--- src/verilog/rie_defines.svh ---
`ifndef RIE_DEFINES_SVH
`define RIE_DEFINES_SVH

// Register bus widths
`define RIE_ADDR_W        8
`define RIE_DATA_W        16
`define RIE_NODES         16

// Register word offsets
`define RIE_OFS_FLAGS     8'h04
`define RIE_OFS_CAPTURE   8'h05
`define RIE_OFS_MISS_OUT  8'h06
`define RIE_OFS_MISS_IN   8'h07
`define RIE_OFS_UNREG_OUT 8'h08
`define RIE_OFS_UNREG_IN  8'h09
`define RIE_OFS_CTRL      8'h0A
`define RIE_OFS_IRQ_STAT  8'h0B
`define RIE_OFS_IRQ_MASK  8'h0C

// Flag word bit positions
`define RIE_BIT_MISSING   8
`define RIE_BIT_UNREG     9
`define RIE_BIT_STOPPED   10
`define RIE_BIT_ERROR     15

// Capture word fields
`define RIE_CAP_NODE_LSB  0
`define RIE_CAP_NODE_MSB  7
`define RIE_CAP_TYPE      15

// Control word bits
`define RIE_CTRL_STOP_MODE 0
`define RIE_CTRL_RESTART   1

// Interrupt event bits
`define RIE_IRQ_W         3
`define RIE_IRQ_MISSING   0
`define RIE_IRQ_UNREG     1
`define RIE_IRQ_STOPPED   2

// Reset values
`define RIE_WORD_RST      16'h0000
`define RIE_IRQ_RST       3'h0

`endif

--- src/verilog/rie_pkg.sv ---
`default_nettype none
package rie_pkg;
  // Slave kind as seen on the network
  typedef enum logic {
    RIE_SLAVE_OUTPUT,
    RIE_SLAVE_INPUT
  } rie_slave_e;

  typedef logic [15:0] rie_word_t;
  typedef logic [3:0]  rie_node_t;
endpackage
`default_nettype wire

--- src/verilog/rie_node_bits.sv ---
`timescale 1ns/1ps
`default_nettype none
`include "rie_defines.svh"
module rie_node_bits
  import rie_pkg::*;
(
  // Clock and reset
  input  wire logic      clk_i,
  input  wire logic      rst_i,
  // Restart clears every bit
  input  wire logic      clear_i,
  // One-cycle set request for one node
  input  wire logic      set_i,
  input  wire rie_node_t node_i,
  // Sticky per-node word
  output rie_word_t      bits_o
);
  // Sticky bit per node; a restart is a full reinitialisation so it wins
  always_ff @(posedge clk_i) begin
    if (rst_i || clear_i) begin
      bits_o <= `RIE_WORD_RST;
    end else if (set_i) begin
      bits_o[node_i] <= 1'b1;
    end
  end
endmodule
`default_nettype wire

--- src/verilog/rie_irq.sv ---
`timescale 1ns/1ps
`default_nettype none
`include "rie_defines.svh"
module rie_irq
  import rie_pkg::*;
(
  // Clock and reset
  input  wire logic                  clk_i,
  input  wire logic                  rst_i,
  // Hardware events, one-cycle pulses
  input  wire logic [`RIE_IRQ_W-1:0] event_i,
  // Software access
  input  wire logic                  clr_we_i,
  input  wire logic                  mask_we_i,
  input  wire logic [`RIE_IRQ_W-1:0] wdata_i,
  // State
  output logic      [`RIE_IRQ_W-1:0] status_o,
  output logic      [`RIE_IRQ_W-1:0] mask_o,
  output logic                       irq_o
);
  // Sticky status, write one to clear; an event in the clear cycle survives
  always_ff @(posedge clk_i) begin
    if (rst_i) begin
      status_o <= `RIE_IRQ_RST;
    end else begin
      status_o <= (status_o & ~(clr_we_i ? wdata_i : `RIE_IRQ_RST)) | event_i;
    end
  end

  // Mask, one enables the matching status bit
  always_ff @(posedge clk_i) begin
    if (rst_i) begin
      mask_o <= `RIE_IRQ_RST;
    end else if (mask_we_i) begin
      mask_o <= wdata_i;
    end
  end

  // Level output from a flop, one cycle behind status
  always_ff @(posedge clk_i) begin
    if (rst_i) begin
      irq_o <= 1'b0;
    end else begin
      irq_o <= |(status_o & mask_o);
    end
  end
endmodule
`default_nettype wire

--- src/verilog/rie_top.sv ---
// Summary of operation
// - Stop-on-error comm error sets stopped flag
// - Stopped flag sticky until power or restart
// - Error flag set when bits 8-10 set
// - Error flag clears itself when all clear
// - Stop latches node number into capture low byte
// - Node number held until power or restart
// - Stop latches slave type into capture bit15
// - Slave type held until power or restart
// - Unregistered slaves marked per node, words 8/9
// - Missing flag follows missing slaves, self-clearing
// - Unregistered flag sticky even after slave leaves
`timescale 1ns/1ps
`default_nettype none
`include "rie_defines.svh"
module rie_top
  import rie_pkg::*;
(
  // Clock and reset (reset stands for a power cycle)
  input  wire logic                   clk_i,
  input  wire logic                   rst_i,
  // Register port
  input  wire logic [`RIE_ADDR_W-1:0] addr_i,
  input  wire logic [`RIE_DATA_W-1:0] wdata_i,
  input  wire logic                   wr_i,
  input  wire logic                   rd_i,
  output logic      [`RIE_DATA_W-1:0] rdata_o,
  // Unit restart request from the host unit
  input  wire logic                   restart_i,
  // Communications error report from the network engine
  input  wire logic                   comm_err_i,
  input  wire rie_node_t              comm_err_node_i,
  input  wire rie_slave_e             comm_err_type_i,
  // Registered slaves not yet joined, per node, levels
  input  wire rie_word_t              miss_out_i,
  input  wire rie_word_t              miss_in_i,
  // Unregistered slave joined, one-cycle pulse
  input  wire logic                   unreg_join_i,
  input  wire rie_node_t              unreg_node_i,
  input  wire rie_slave_e             unreg_type_i,
  // Status toward the network engine and the host
  output logic                        io_halt_o,
  output logic                        error_o,
  output logic                        irq_o
);

  // Register write strobes
  logic wr_ctrl;
  logic wr_irq_stat;
  logic wr_irq_mask;

  // Control state
  logic stop_mode_reg;
  logic restart_reg;
  logic restart_any;

  // Flag word state
  logic missing_reg;
  logic unreg_reg;
  logic stopped_reg;
  logic stopped_next;
  logic error_reg;
  logic error_next;

  // Capture word state
  rie_node_t  cap_node_reg;
  rie_slave_e cap_type_reg;
  logic       cap_take;

  // Per-node words
  rie_word_t miss_out_reg;
  rie_word_t miss_in_reg;
  rie_word_t unreg_out;
  rie_word_t unreg_in;
  logic      unreg_set_out;
  logic      unreg_set_in;

  // Interrupt wiring
  logic [`RIE_IRQ_W-1:0] irq_event;
  logic [`RIE_IRQ_W-1:0] irq_status;
  logic [`RIE_IRQ_W-1:0] irq_mask;
  logic                  missing_rise;
  logic                  unreg_rise;
  logic                  stopped_rise;

  // Assembled read words
  rie_word_t flags_word;
  rie_word_t capture_word;
  rie_word_t ctrl_word;
  rie_word_t rd_next;

  // Write decode; reads have no side effects in this block
  // Writes to read-only or unmapped offsets are dropped here,
  // so a stray store can never disturb the sticky status
  always_comb begin
    wr_ctrl     = wr_i && (addr_i == `RIE_OFS_CTRL);
    wr_irq_stat = wr_i && (addr_i == `RIE_OFS_IRQ_STAT);
    wr_irq_mask = wr_i && (addr_i == `RIE_OFS_IRQ_MASK);
  end

  // Stop-on-error mode select, kept across restarts like a setting
  // A power cycle returns the unit to run-through mode; a restart
  // keeps the selection so the host need not write it again
  always_ff @(posedge clk_i) begin
    if (rst_i) begin
      stop_mode_reg <= 1'b0;
    end else if (wr_ctrl) begin
      stop_mode_reg <= wdata_i[`RIE_CTRL_STOP_MODE];
    end
  end

  // Software restart bit pulses for one cycle, then reads back zero
  // One-cycle delay keeps the clear out of the write cycle itself,
  // which lets a same-cycle mode write land first
  always_ff @(posedge clk_i) begin
    if (rst_i) begin
      restart_reg <= 1'b0;
    end else begin
      restart_reg <= wr_ctrl && wdata_i[`RIE_CTRL_RESTART];
    end
  end

  // Either restart source reinitialises the sticky flags, capture and per-node words; irq status and mask are kept
  assign restart_any = restart_i || restart_reg;

  // Missing slave words mirror the participation monitor each cycle
  // Registered copy only; the flag below reads the live inputs so it
  // is not delayed a second cycle
  always_ff @(posedge clk_i) begin
    if (rst_i || restart_any) begin
      miss_out_reg <= `RIE_WORD_RST;
      miss_in_reg  <= `RIE_WORD_RST;
    end else begin
      miss_out_reg <= miss_out_i;
      miss_in_reg  <= miss_in_i;
    end
  end

  // Missing flag drops as soon as the last missing slave joins
  always_ff @(posedge clk_i) begin
    if (rst_i || restart_any) begin
      missing_reg <= 1'b0;
    end else begin
      missing_reg <= |{miss_out_i, miss_in_i};
    end
  end

  // Route an unregistered join to the word of its slave kind
  assign unreg_set_out = unreg_join_i && (unreg_type_i == RIE_SLAVE_OUTPUT);
  assign unreg_set_in  = unreg_join_i && (unreg_type_i == RIE_SLAVE_INPUT);

  // Output slaves that joined unregistered
  rie_node_bits u_unreg_out (
    .clk_i   (clk_i),
    .rst_i   (rst_i),
    .clear_i (restart_any),
    .set_i   (unreg_set_out),
    .node_i  (unreg_node_i),
    .bits_o  (unreg_out)
  );

  // Input slaves that joined unregistered
  rie_node_bits u_unreg_in (
    .clk_i   (clk_i),
    .rst_i   (rst_i),
    .clear_i (restart_any),
    .set_i   (unreg_set_in),
    .node_i  (unreg_node_i),
    .bits_o  (unreg_in)
  );

  // Unregistered flag is sticky; the slave leaving does not clear it
  // Trade-off: a slave that joins and leaves in one scan still
  // leaves a trace here, which is what the host wants to see
  always_ff @(posedge clk_i) begin
    if (rst_i || restart_any) begin
      unreg_reg <= 1'b0;
    end else if (unreg_join_i) begin
      unreg_reg <= 1'b1;
    end
  end

  // A comm error only halts exchange when stop-on-error is selected
  // With stop mode off the error is left to the network engine's
  // own retry and is not recorded here
  always_comb begin
    stopped_next = stopped_reg;
    if (comm_err_i && stop_mode_reg) begin
      stopped_next = 1'b1;
    end
  end

  // Stopped flag holds until power cycle or restart
  always_ff @(posedge clk_i) begin
    if (rst_i || restart_any) begin
      stopped_reg <= 1'b0;
    end else begin
      stopped_reg <= stopped_next;
    end
  end

  // Capture only while not already stopped, so data match the flag
  // A second fault while halted would otherwise overwrite the
  // culprit of the first, which is the one the host must fix
  assign cap_take = comm_err_i && stop_mode_reg && !stopped_reg;

  // Node number of the slave that halted the network
  always_ff @(posedge clk_i) begin
    if (rst_i || restart_any) begin
      cap_node_reg <= '0;
    end else if (cap_take) begin
      cap_node_reg <= comm_err_node_i;
    end
  end

  // Kind of the slave that halted the network
  always_ff @(posedge clk_i) begin
    if (rst_i || restart_any) begin
      cap_type_reg <= RIE_SLAVE_OUTPUT;
    end else if (cap_take) begin
      cap_type_reg <= comm_err_type_i;
    end
  end

  // Summary flag follows the three cause flags with no latching
  always_comb begin
    error_next = missing_reg | unreg_reg | stopped_reg;
  end

  // Registered every cycle, so it lags the cause bits by one cycle; the flag word reads error_next instead
  // Not cleared by restart: it follows the cause bits, which are
  // already cleared by it, one cycle later
  always_ff @(posedge clk_i) begin
    if (rst_i) begin
      error_reg <= 1'b0;
    end else begin
      error_reg <= error_next;
    end
  end

  // Rising edges of the cause flags feed the interrupt status
  assign missing_rise = !missing_reg && |{miss_out_i, miss_in_i};
  assign unreg_rise   = !unreg_reg && unreg_join_i;
  assign stopped_rise = !stopped_reg && stopped_next;

  // Pack events in status bit order
  // Events in the restart cycle are dropped, since the cause flags
  // themselves are being cleared in that same cycle
  always_comb begin
    irq_event                   = `RIE_IRQ_RST;
    irq_event[`RIE_IRQ_MISSING] = missing_rise && !restart_any;
    irq_event[`RIE_IRQ_UNREG]   = unreg_rise && !restart_any;
    irq_event[`RIE_IRQ_STOPPED] = stopped_rise && !restart_any;
  end

  // Sticky status with mask onto one level output
  rie_irq u_irq (
    .clk_i     (clk_i),
    .rst_i     (rst_i),
    .event_i   (irq_event),
    .clr_we_i  (wr_irq_stat),
    .mask_we_i (wr_irq_mask),
    .wdata_i   (wdata_i[`RIE_IRQ_W-1:0]),
    .status_o  (irq_status),
    .mask_o    (irq_mask),
    .irq_o     (irq_o)
  );

  // Flag word; summary uses the live cause bits so the word is consistent
  always_comb begin
    flags_word                   = `RIE_WORD_RST;
    flags_word[`RIE_BIT_MISSING] = missing_reg;
    flags_word[`RIE_BIT_UNREG]   = unreg_reg;
    flags_word[`RIE_BIT_STOPPED] = stopped_reg;
    flags_word[`RIE_BIT_ERROR]   = error_next;
  end

  // Capture word; node sits zero-extended in the low byte
  always_comb begin
    capture_word                                       = `RIE_WORD_RST;
    capture_word[`RIE_CAP_NODE_MSB:`RIE_CAP_NODE_LSB] = {4'h0, cap_node_reg};
    capture_word[`RIE_CAP_TYPE]                        = (cap_type_reg == RIE_SLAVE_INPUT);
  end

  // Control word read-back; restart always reads zero
  always_comb begin
    ctrl_word                      = `RIE_WORD_RST;
    ctrl_word[`RIE_CTRL_STOP_MODE] = stop_mode_reg;
  end

  // Read mux; unmapped offsets answer zero
  always_comb begin
    rd_next = `RIE_WORD_RST;
    unique case (addr_i)
      `RIE_OFS_FLAGS:     rd_next = flags_word;
      `RIE_OFS_CAPTURE:   rd_next = capture_word;
      `RIE_OFS_MISS_OUT:  rd_next = miss_out_reg;
      `RIE_OFS_MISS_IN:   rd_next = miss_in_reg;
      `RIE_OFS_UNREG_OUT: rd_next = unreg_out;
      `RIE_OFS_UNREG_IN:  rd_next = unreg_in;
      `RIE_OFS_CTRL:      rd_next = ctrl_word;
      `RIE_OFS_IRQ_STAT:  rd_next = {13'h0000, irq_status};
      `RIE_OFS_IRQ_MASK:  rd_next = {13'h0000, irq_mask};
      default:            rd_next = `RIE_WORD_RST;
    endcase
  end

  // Read data valid only in the cycle after the strobe
  // Zero between reads keeps a bus OR of several slaves harmless,
  // at the cost of one extra flop load per cycle
  always_ff @(posedge clk_i) begin
    if (rst_i) begin
      rdata_o <= `RIE_WORD_RST;
    end else if (rd_i) begin
      rdata_o <= rd_next;
    end else begin
      rdata_o <= `RIE_WORD_RST;
    end
  end

  // Halt line toward the network engine mirrors the sticky stop
  // The engine must stop exchange while this is high; it drops only
  // at the edge at which a restart clears the stopped flag
  always_ff @(posedge clk_i) begin
    if (rst_i) begin
      io_halt_o <= 1'b0;
    end else begin
      io_halt_o <= stopped_next && !restart_any;
    end
  end

  // Summary flag pin, two cycles behind the flag word view
  always_ff @(posedge clk_i) begin
    if (rst_i) begin
      error_o <= 1'b0;
    end else begin
      error_o <= error_reg;
    end
  end

endmodule
`default_nettype wire

--- config.mk ---
export PLATFORM = sky130hd
export DESIGN_NAME = rie_top
export DESIGN_NICKNAME = d
export VERILOG_FILES = /design/src/verilog/rie_pkg.sv /design/src/verilog/rie_node_bits.sv /design/src/verilog/rie_irq.sv /design/src/verilog/rie_top.sv
export VERILOG_INCLUDE_DIRS = /design/src /design/src/verilog
export SDC_FILE = /design/constraint.sdc
export NUM_CORES = 1
export LEC_CHECK = 0
export BUFFER_PORTS_ARGS = -buffer_cell sky130_fd_sc_hd__buf_2
export CAP_MARGIN = 20
export CORE_AREA = 4 4 98 110
export CTS_CLUSTER_SIZE = 25
export DETAILED_ROUTE_END_ITERATION = 6
export DIE_AREA = 0 0 102 114
export SETUP_SLACK_MARGIN = 0.15
export SKIP_CTS_REPAIR_TIMING = 1
export SYNTH_ARGS = -nofsm -noshare
export SYNTH_HDL_FRONTEND = slang
export SYNTH_SLANG_ARGS = --single-unit
--- constraint.sdc ---
create_clock -name clk_i -period 4.19 [get_ports clk_i]
set_clock_uncertainty 0.2 [all_clocks]
set_input_delay 0.419 -clock clk_i [delete_from_list [all_inputs] [get_ports clk_i]]
set_output_delay 0.419 -clock clk_i [all_outputs]
set_load 0.005 [all_outputs]
==> flow_summary.toml, run 1 <==
[status]
status = "finished clean"

[finish]
fillerInstances = 991
fin_util_pct = 46.1
antennaDiodeCount = 0
stdcell_count = 587
nNetsFinal = 535
syn_to_final_growth_pct = 17.6
final_area_um2 = 4470
final_layout_size_suffix_gt1_share_pct = 27.6

[synthesis]
synth_top_area_cell = "dfxtp_1"
synth.distinct_cells = 36
synth-async-reset-ratio_pct = 0
synth_seq_area_share_pct = 52.6
syn_avg_cell_area_um2 = 9.71
synth_common_cells = "100 x dfxtp_1, 74 x nor2_1, 34 x a21oi_1"
synth.net_count = 465
ys.warnings.count = 0
syn_inst = 392
yosysTopAreaCellShare_pct = 52.6
syn-cell-area_um2 = 3800
synth.most_common_cell = "dfxtp_1"
synth_edf_count = 0
synth-main-ff-cell = "dfxtp_1"
ys_seq_elements = 100
synth.area.top_cells = "dfxtp_1 53%, mux2_2 7.7%, nor2_1 7.3%"

[power_and_ir_drop]
power_density_nw_per_um2 = 374
ir_drop_mv = 0.184
p_leak_nw = 1.86

[global_route]
antenna_found_initial = 0
grtUsageTotal_pct = 16.2
grt_max_degree = 44
grt_pass1_wl_mm = 14.4
first_global_vias = 2872
grt-ovfl-total = 0

[sta]
worst_slew_pin_slew_ns = 0.987
period_share_pct = 51.1
hold_viol_final = 0
drv_slew = 0
rsz0062_at_grt = "false"
setup_viol = 0
finalCriticalPeriod_ns = 2.14
tns_ns = 0
fmax_mhz = 467
slew_headroom_pct = 34.2

[worst_setup_path]
required_ns = 4.28
r2r_start = "unreg_reg$_SDFFE_PP0P_"
cpPeakStageDelay_ns = 0.77
criticalPathCategory = "input pin to flip-flop"
timing.rr.end = "rdata_o[15]$_SDFF_PP0_"
path_cells = "buf_2, or4_4, nor3b_2, a22oi_1, nor2_1"
cp-end-kind = "flip-flop"
worstRegToRegCells = 4
cp-startpoint = "addr_i[7]"
ff2ff_setup_slack_ns = 2.64
critPathLaunchType = "input pin"
cp_slowest_cell = "nor3b_2"
crit_buf_inv = 1
cp_max_fo = 13
critPathArrivalTime_ns = 2.23
crit_family = "simple AND/OR/NAND/NOR gates"

[clock_tree]
cts-root-buf = "clkbuf_8"
cts_tree = "built"
h-tree-depth = 3
cts.sinks = 100
clkLatencyLatePin_ns = 0.36
numCtsBuffers = 9
clk_pin_slew_ns = 0.09
cts_buffer_depth = 2

[hold_path]
holdPathEnd = "miss_in_reg[4]$_SDFF_PP0_"
hold_start = "miss_in_i[4]"
hold_path_depth = 2
hold_path_class = "input pin to flip-flop"

[drt]
postRouteAntennaNets = 0
post-route-drc-count = 0
drt_wl_total_mm = 9.03
viasPerCell = 5.08
wl_per_cell_um = 15.4
drtPass1Iterations = 4
drt_iter0_drc = 180
vias = 2980

[die]
die_area_um2 = 11600
rows = 38
initial_core_util_pct = 39.2
coreArea_um2 = 9700
fp.dieW_um = 102
design.portCount = 92
die_h_um = 114

[place]
gp_congestion = 0.811
port_buffers = 78
hpwlAfterDp_mm = 6.67
dpl-instance-area_um2 = 4290
dpl.cell_count = 571

[flow_run]
maxCapViolations = 0
kinds of logic (layout without fill, tap and decap cells):
group,count (synthesis),in the layout,share of synthesized area (%)
AO/OA/AOI/OAI,67,67,11.3
multiplexers,42,42,12.2
buffers and inverters,26,101,2.70
flip-flops,100,100,52.6
AND/OR/NAND/NOR,157,157,21.1
metal layers:
layer | vias to the layer above | share of wire (%) | global-route usage, %
met5 | - | 0 | 0
met4 | 0 | 1.8 | 6.12
met3 | 12 | 5.7 | 3.55
met2 | 79 | 47 | 26.0
met1 | 1391 | 46 | 21.2
li1 | 1498 | - | -
how the worst max path moves through the flow:
stage	cells after the start	end	slack, ns
6_report	5	rdata_o[8]$_SDFF_PP0_	2.05
5_1_grt	5	rdata_o[9]$_SDFF_PP0_	1.90
4_1_cts	5	rdata_o[8]$_SDFF_PP0_	2.05
3_5_place_dp	5	rdata_o[8]$_SDFF_PP0_	1.65
3_3_place_gp	4	rdata_o[0]$_SDFF_PP0_	1.69
2_1_floorplan	4	stop_mode_reg$_SDFFE_PP0N_	2.17
layout by cell type (no fill, tap or decap), types with 4 or more instances in the layout:
master and n:
nor4_1 10, inv_1 4, nand2_1 6, nand2b_1 4, mux2i_1 15, nor2_1 74
dfxtp_1 100, a21oi_1 34, nor2b_1 10, mux2_2 26, a22o_1 6, a22oi_1 11
o21ai_0 4, and2_1 33, clkbuf_8 12, buf_2 78
final cells by class:
class / count / area (um2) / share of cell area, %
Clock buffer: 12 / 165 / 3.69
Clock inverter: 4 / 22.5 / 0.503
Inverter: 4 / 15.0 / 0.336
Multi-Input combinational cell: 266 / 1710 / 38.1
Sequential cell: 100 / 2000 / 44.8
Tap cell: 120 / 150 / 3.36
Timing Repair Buffer: 81 / 413 / 9.23
power by group:
group / internal (mW) / leakage, nW / switching (mW)
sequential: 0.967 / 0.812 / 0.00581
clock: 0.262 / 0.0982 / 0.316
combinational: 0.0531 / 0.946 / 0.0690
per-stage QoR:
| step | setup slack [ns] | power [mW] | hold WS, ns |
|---|---|---|---|
| 5_1_grt | 1.90 | 1.74 | 0.0600 |
| 6_report | 2.05 | 1.67 | 0.0683 |
| 4_1_cts | 2.05 | 1.69 | 0.0498 |
| 3_5_place_dp | 1.65 | 1.12 | 0.232 |
| 3_3_place_gp | 1.69 | 1.12 | 0.232 |
| 2_1_floorplan | 2.17 | 1.06 | 0.214 |
(Power assumes the default switching activity.)
==> run 2: changes to the inputs <==
--- a/config.mk
+++ b/config.mk
@@ -6,12 +6,13 @@
 export SDC_FILE = /design/constraint.sdc
 export NUM_CORES = 1
 export LEC_CHECK = 0
+export ABC_AREA = 1
 export BUFFER_PORTS_ARGS = -buffer_cell sky130_fd_sc_hd__buf_2
 export CAP_MARGIN = 20
-export CORE_AREA = 4 4 98 110
+export CORE_AREA = 4 4 102 114
 export CTS_CLUSTER_SIZE = 25
 export DETAILED_ROUTE_END_ITERATION = 6
-export DIE_AREA = 0 0 102 114
+export DIE_AREA = 0 0 106 118
 export SETUP_SLACK_MARGIN = 0.15
 export SKIP_CTS_REPAIR_TIMING = 1
 export SYNTH_ARGS = -nofsm -noshare
==> constraint.sdc (replaced) <==
create_clock -name clk_i -period 2.1 [get_ports clk_i]
set_clock_uncertainty 0.2 [all_clocks]
set_input_delay 0.21 -clock clk_i [delete_from_list [all_inputs] [get_ports clk_i]]
set_output_delay 0.21 -clock clk_i [all_outputs]
set_load 0.005 [all_outputs]
==> run 2 against run 1 <==
- the run now ends with hold timing left
- final cell count increased by 44%
- critical path depth unchanged
- register-to-register slack got worse by 2.1 ns
- core utilization increased by 5.8 points
- combinational power increased by 140%
- sequential share of layout area decreased by 7.5 points
- flip-flop and latch count unchanged
- largest cell class unchanged
- largest power group unchanged
==> flow_summary.toml, run 2 <==
[sta]
whs_ns = -0.0190
setup_viol = 0
drv_slew = 0
finalCriticalPeriod_ns = 1.71
hold_viol_final = 3
slew_headroom_pct = 64.7
layout_setup_ws_ns = 0.394
tns_ns = 0
worst_slew_pin_slew_ns = 0.529
fmax_mhz = 586
period_share_pct = 81.2
rsz0062_at_grt = "false"

[die]
fp.dieW_um = 106
die_h_um = 118
initial_core_util_pct = 39.7
rows = 39
design.portCount = 92
die_area_um2 = 12500
coreArea_um2 = 10300

[worst_setup_path]
crit_family = "buffers and inverters"
critPathLaunchType = "input pin"
critPathArrivalTime_ns = 1.76
crit_buf_inv = 3
path_cells = "dlygate4sd3_1, buf_2, inv_1, nand2_1, a21oi_1"
cp_max_fo = 12
worstRegToRegCells = 5
timing.rr.end = "cap_node_reg[2]$_SDFFE_PP0P_"
cp-startpoint = "rst_i"
crit_cells = 5
cpPeakStageDelay_ns = 0.53
r2r_start = "stop_mode_reg$_SDFFE_PP0N_"
cp_slowest_cell = "dlygate4sd3_1"
required_ns = 2.16
ff2ff_setup_slack_ns = 0.59
cp-end-kind = "flip-flop"
endpoint = "rdata_o[0]$_SDFF_PP0_"
criticalPathCategory = "input pin to flip-flop"

[synthesis]
synth_top_area_cell = "dfxtp_1"
syn-cell-area_um2 = 4100
synth_common_cells = "126 x nor2_1, 100 x dfxtp_1, 91 x nand2_1"
yosysTopAreaCellShare_pct = 48.8
synth.area.top_cells = "dfxtp_1 49%, nor2_1 12%, nand2_1 8.3%"
synth_edf_count = 0
syn_inst = 579
synth-async-reset-ratio_pct = 0
ys_seq_elements = 100
ys.warnings.count = 0
synth.most_common_cell = "nor2_1"
synth.distinct_cells = 21
synth-main-ff-cell = "dfxtp_1"
synth.net_count = 652
synth_seq_area_share_pct = 48.8
syn_avg_cell_area_um2 = 7.09

[drt]
drt_wl_total_mm = 10.6
post-route-drc-count = 0
drtPass1Iterations = 4
vias = 3782
viasPerCell = 4.48
wl_per_cell_um = 12.5
postRouteAntennaNets = 0
drt_iter0_drc = 190

[finish]
antennaDiodeCount = 0
stdcell_count = 844
syn_to_final_growth_pct = 31.0
mostFrequentLayoutCells = "126 x nor2_1, 100 x dfxtp_1, 90 x nand2_1, 90 x inv_1, 78 x buf_2"
final_layout_size_suffix_gt1_share_pct = 16.5
fin_util_pct = 51.9
mostFrequentLayoutCell = "nor2_1"
nNetsFinal = 769

[status]
status = "finished with violations"
violations = "hold timing"

[global_route]
antenna_found_initial = 0
grt_max_degree = 74
grt_pass1_wl_mm = 16.4
met2_usage_pct = 25.8
met1_usage_pct = 22.3
grtUsageTotal_pct = 16.2
grt_use_met3_pct = 2.19
grt-ovfl-total = 0
first_global_vias = 3456
busiest_layer = "met2"

[power_and_ir_drop]
ir_drop_mv = 0.414
p_leak_nw = 2.32
power_density_nw_per_um2 = 774

[clock_tree]
clkLatencyLatePin_ns = 0.34
cts_buffer_depth = 2
h-tree-depth = 3
cts_tree = "built"
clk_pin_slew_ns = 0.06
cts-root-buf = "clkbuf_16"
numCtsBuffers = 9
cts.sinks = 100

[flow_run]
maxCapViolations = 0

[place]
gp_congestion = 0.837
port_buffers = 78
pre_cts_slack_ns = 0.367
dpl.cell_count = 786
hpwlAfterDp_mm = 7.51

[hold_path]
hold_path_class = "input pin to flip-flop"
## run 2: worst min-delay path, stage by stage
cell and delay [ns]:
buf_2 0.10, nand2_1 0.09, a21oi_1 0.07
## run 2: cell type report
cell class                 count  area [um2]
timing repair buffer         125         861
clock buffer                  12         256
tap                          143         179
multi-input combinational    366        1630
fill                        1045        4970
inverter                      94         353
clock inverter                 4        95.1
sequential                   100        2000
## run 2: logic make-up (layout without fill, tap and decap cells)
family | after synthesis | in the layout | share of synthesized area, %
DFF | 100 | 100 | 48.8
and+or+nand+nor | 297 | 297 | 30.8
AOI/OAI and AO/OA | 69 | 69 | 8.78
buffers and inverters | 113 | 235 | 11.6
## run 2: per-layer routing
| metal | vias to the layer above | share of wire, % |
|---|---|---|
| met5 | - | 0 |
| met4 | 0 | 1.8 |
| met3 | 14 | 4.2 |
| met2 | 89 | 47 |
| met1 | 1665 | 47 |
| li1 | 2014 | - |
## run 2: through the flow
stage / total power, mW / cell area [um2] / hold slack [ns]
floorplan: 2.11 / 4100 / 0.0791
global placement: 2.22 / 4600 / 0.201
detailed placement: 2.22 / 4600 / 0.205
CTS: 4.12 / 4950 / -0.112
global route: 4.28 / 5370 / 0.0173
finish: 4.16 / 5370 / -0.0190
## run 2: power by group
| group | switching (mW) | internal (mW) | total [mW] |
|---|---|---|---|
| sequential | 0.0121 | 1.93 | 1.94 |
| combinational | 0.164 | 0.134 | 0.298 |
| clock | 0.688 | 1.23 | 1.92 |
| total | 0.864 | 3.29 | 4.16 |
## run 2: worst min path at each step
stage                    startpoint                           end  slack [ns]  cells past startpoint
5_1_grt                  comm_err_i        stopped_reg$_SDFF_PP0_        0.02                      3
6_report                 comm_err_i        stopped_reg$_SDFF_PP0_       -0.02                      3
2_1_floorplan                 rst_i  u_irq.status_o[0]$_SDFF_PP0_        0.08                      1
3_3_place_gp   error_reg$_SDFF_PP0_            error_o$_SDFF_PP0_        0.20                      2
3_5_place_dp   error_reg$_SDFF_PP0_            error_o$_SDFF_PP0_        0.20                      2
4_1_cts               miss_out_i[9]    miss_out_reg[9]$_SDFF_PP0_       -0.11                      3
==> run 3: changes to the inputs <==
==> constraint.sdc (replaced) <==
create_clock -name clk_i -period 1.8 [get_ports clk_i]
set_clock_uncertainty 0.2 [all_clocks]
set_input_delay 0.18 -clock clk_i [delete_from_list [all_inputs] [get_ports clk_i]]
set_output_delay 0.18 -clock clk_i [all_outputs]
set_load 0.005 [all_outputs]
==> run 3 against run 2 <==
- the flow now finishes without violations
- final cell count increased by 0.24%
- total power increased by 8.7%
- global-route usage increased by 0.30 points
- worst hold slack improved by 0.027 ns
- flip-flop and latch count unchanged
- critical path depth increased by 3
==> flow_summary.toml, run 3 (synthesis results as in run 2) <==
[sta]
hold_viol_final = 0
fmax_mhz = 627
slew_headroom_pct = 65.0
finalCriticalPeriod_ns = 1.59
period_share_pct = 88.6
tns_ns = 0
setup_viol = 0
whs_ns = 0.00811
worst_slew_pin_slew_ns = 0.524
rsz0062_at_grt = "false"
drv_slew = 0

[worst_setup_path]
critPathLaunchType = "input pin"
cp_max_fo = 2
cp_slowest_cell = "dlygate4sd3_1"
required_ns = 1.82
path_cells = "dlygate4sd3_1, buf_2, nor2_1, nand2_1, nor2_1, nand2_1, o21ai_0, a21oi_1"
criticalPathCategory = "input pin to flip-flop"
cp-end-kind = "flip-flop"
cpPeakStageDelay_ns = 0.54
critPathArrivalTime_ns = 1.62

[clock_tree]
clkLatencyLatePin_ns = 0.34
clk_pin_slew_ns = 0.06
numCtsBuffers = 9
cts.sinks = 100
cts_buffer_depth = 2
h-tree-depth = 3
cts-root-buf = "clkbuf_16"
cts_tree = "built"

[drt]
drt_iter0_drc = 262
vias = 3833
drt_wl_total_mm = 10.6
post-route-drc-count = 0
viasPerCell = 4.53
postRouteAntennaNets = 0
drtPass1Iterations = 4
wl_per_cell_um = 12.5

[finish]
final_area_um2 = 5350
syn_to_final_growth_pct = 30.5
mostFrequentLayoutCell = "nor2_1"
antennaDiodeCount = 0
nNetsFinal = 772
fillerInstances = 1033
final_layout_size_suffix_gt1_share_pct = 16.6
mostFrequentLayoutCells = "126 x nor2_1, 100 x dfxtp_1, 90 x nand2_1, 90 x inv_1, 78 x buf_2"

[global_route]
first_global_vias = 3450
grtUsageTotal_pct = 16.5
antenna_found_initial = 0
grt_pass1_wl_mm = 16.6
grt_max_degree = 74
grt-ovfl-total = 0

[power_and_ir_drop]
p_total_mw = 4.52
ir_drop_mv = 0.382
p_leak_nw = 2.31
power_density_nw_per_um2 = 844

[die]
initial_core_util_pct = 39.7
die_h_um = 118
coreArea_um2 = 10300
design.portCount = 92
rows = 39
die_area_um2 = 12500
fp.dieW_um = 106

[place]
gp_congestion = 0.854
hpwlAfterDp_mm = 7.59
port_buffers = 78
dpl-instance-area_um2 = 4620

[hold_path]
hold_path_class = "input pin to flip-flop"

[status]
status = "finished clean"

[flow_run]
maxCapViolations = 0
run 3: cell count changes in the layout (fill, tap and decap cells not counted), sizes merged:
cell,before,now
clkbuf,12,10
clkinv,1,3
clkinvlp,0,1
bufinv,3,1
dlygate4sd3,42,44
buf,83,84
run 3: cell type report:
type	instances	area [um2]	area share [%]
clock inverter	5	52.6	0.982
tap	143	179	3.34
inverter	94	353	6.59
clock buffer	10	239	4.46
sequential	100	2000	37.4
timing repair buffer	128	901	16.8
multi-input combinational	366	1630	30.4
run 3: critical path, delay by kind of cell:
family / cells / cell delay, ns
simple gates: 4 / 0.43
buf+inv: 2 / 0.68
compound gates: 2 / 0.32
run 3: metrics by stage:
step,utilization (%),std cells,worst slack [ns]
final,51.7,846,0.206
after global routing,51.7,846,0.133
after CTS,47.5,802,0.422
after detailed placement,44.7,787,0.0871
after global placement,44.7,787,0.135
after floorplan,-,579,0.555
run 3: layer usage:
metal  vias to the layer above  share of wire [%]  track usage, %
li1                       2017                  -               -
met5                         -                  0               0
met3                        12                5.3            3.46
met2                        93                 48            26.0
met1                      1711                 46            22.3
met4                         0                1.5            6.32
run 3: where the power goes:
group | switching [mW] | internal (mW)
combinational | 0.193 | 0.160
sequential | 0.0136 | 2.25
clock | 0.800 | 1.10
run 3: path summary, 6_finish.rpt:
check / slack, ns / start / to / depth (start not counted)
max: 0.21 / miss_out_i[15] / u_irq.status_o[0]$_SDFF_PP0_ / 8
min: 0.008 / wr_i / restart_reg$_SDFF_PP0_ / 3
max reg2reg: 0.52 / restart_reg$_SDFF_PP0_ / u_unreg_out.bits_o[6]$_SDFFE_PP0P_ / 4
min reg2reg: 0.20 / error_reg$_SDFF_PP0_ / error_o$_SDFF_PP0_ / 2
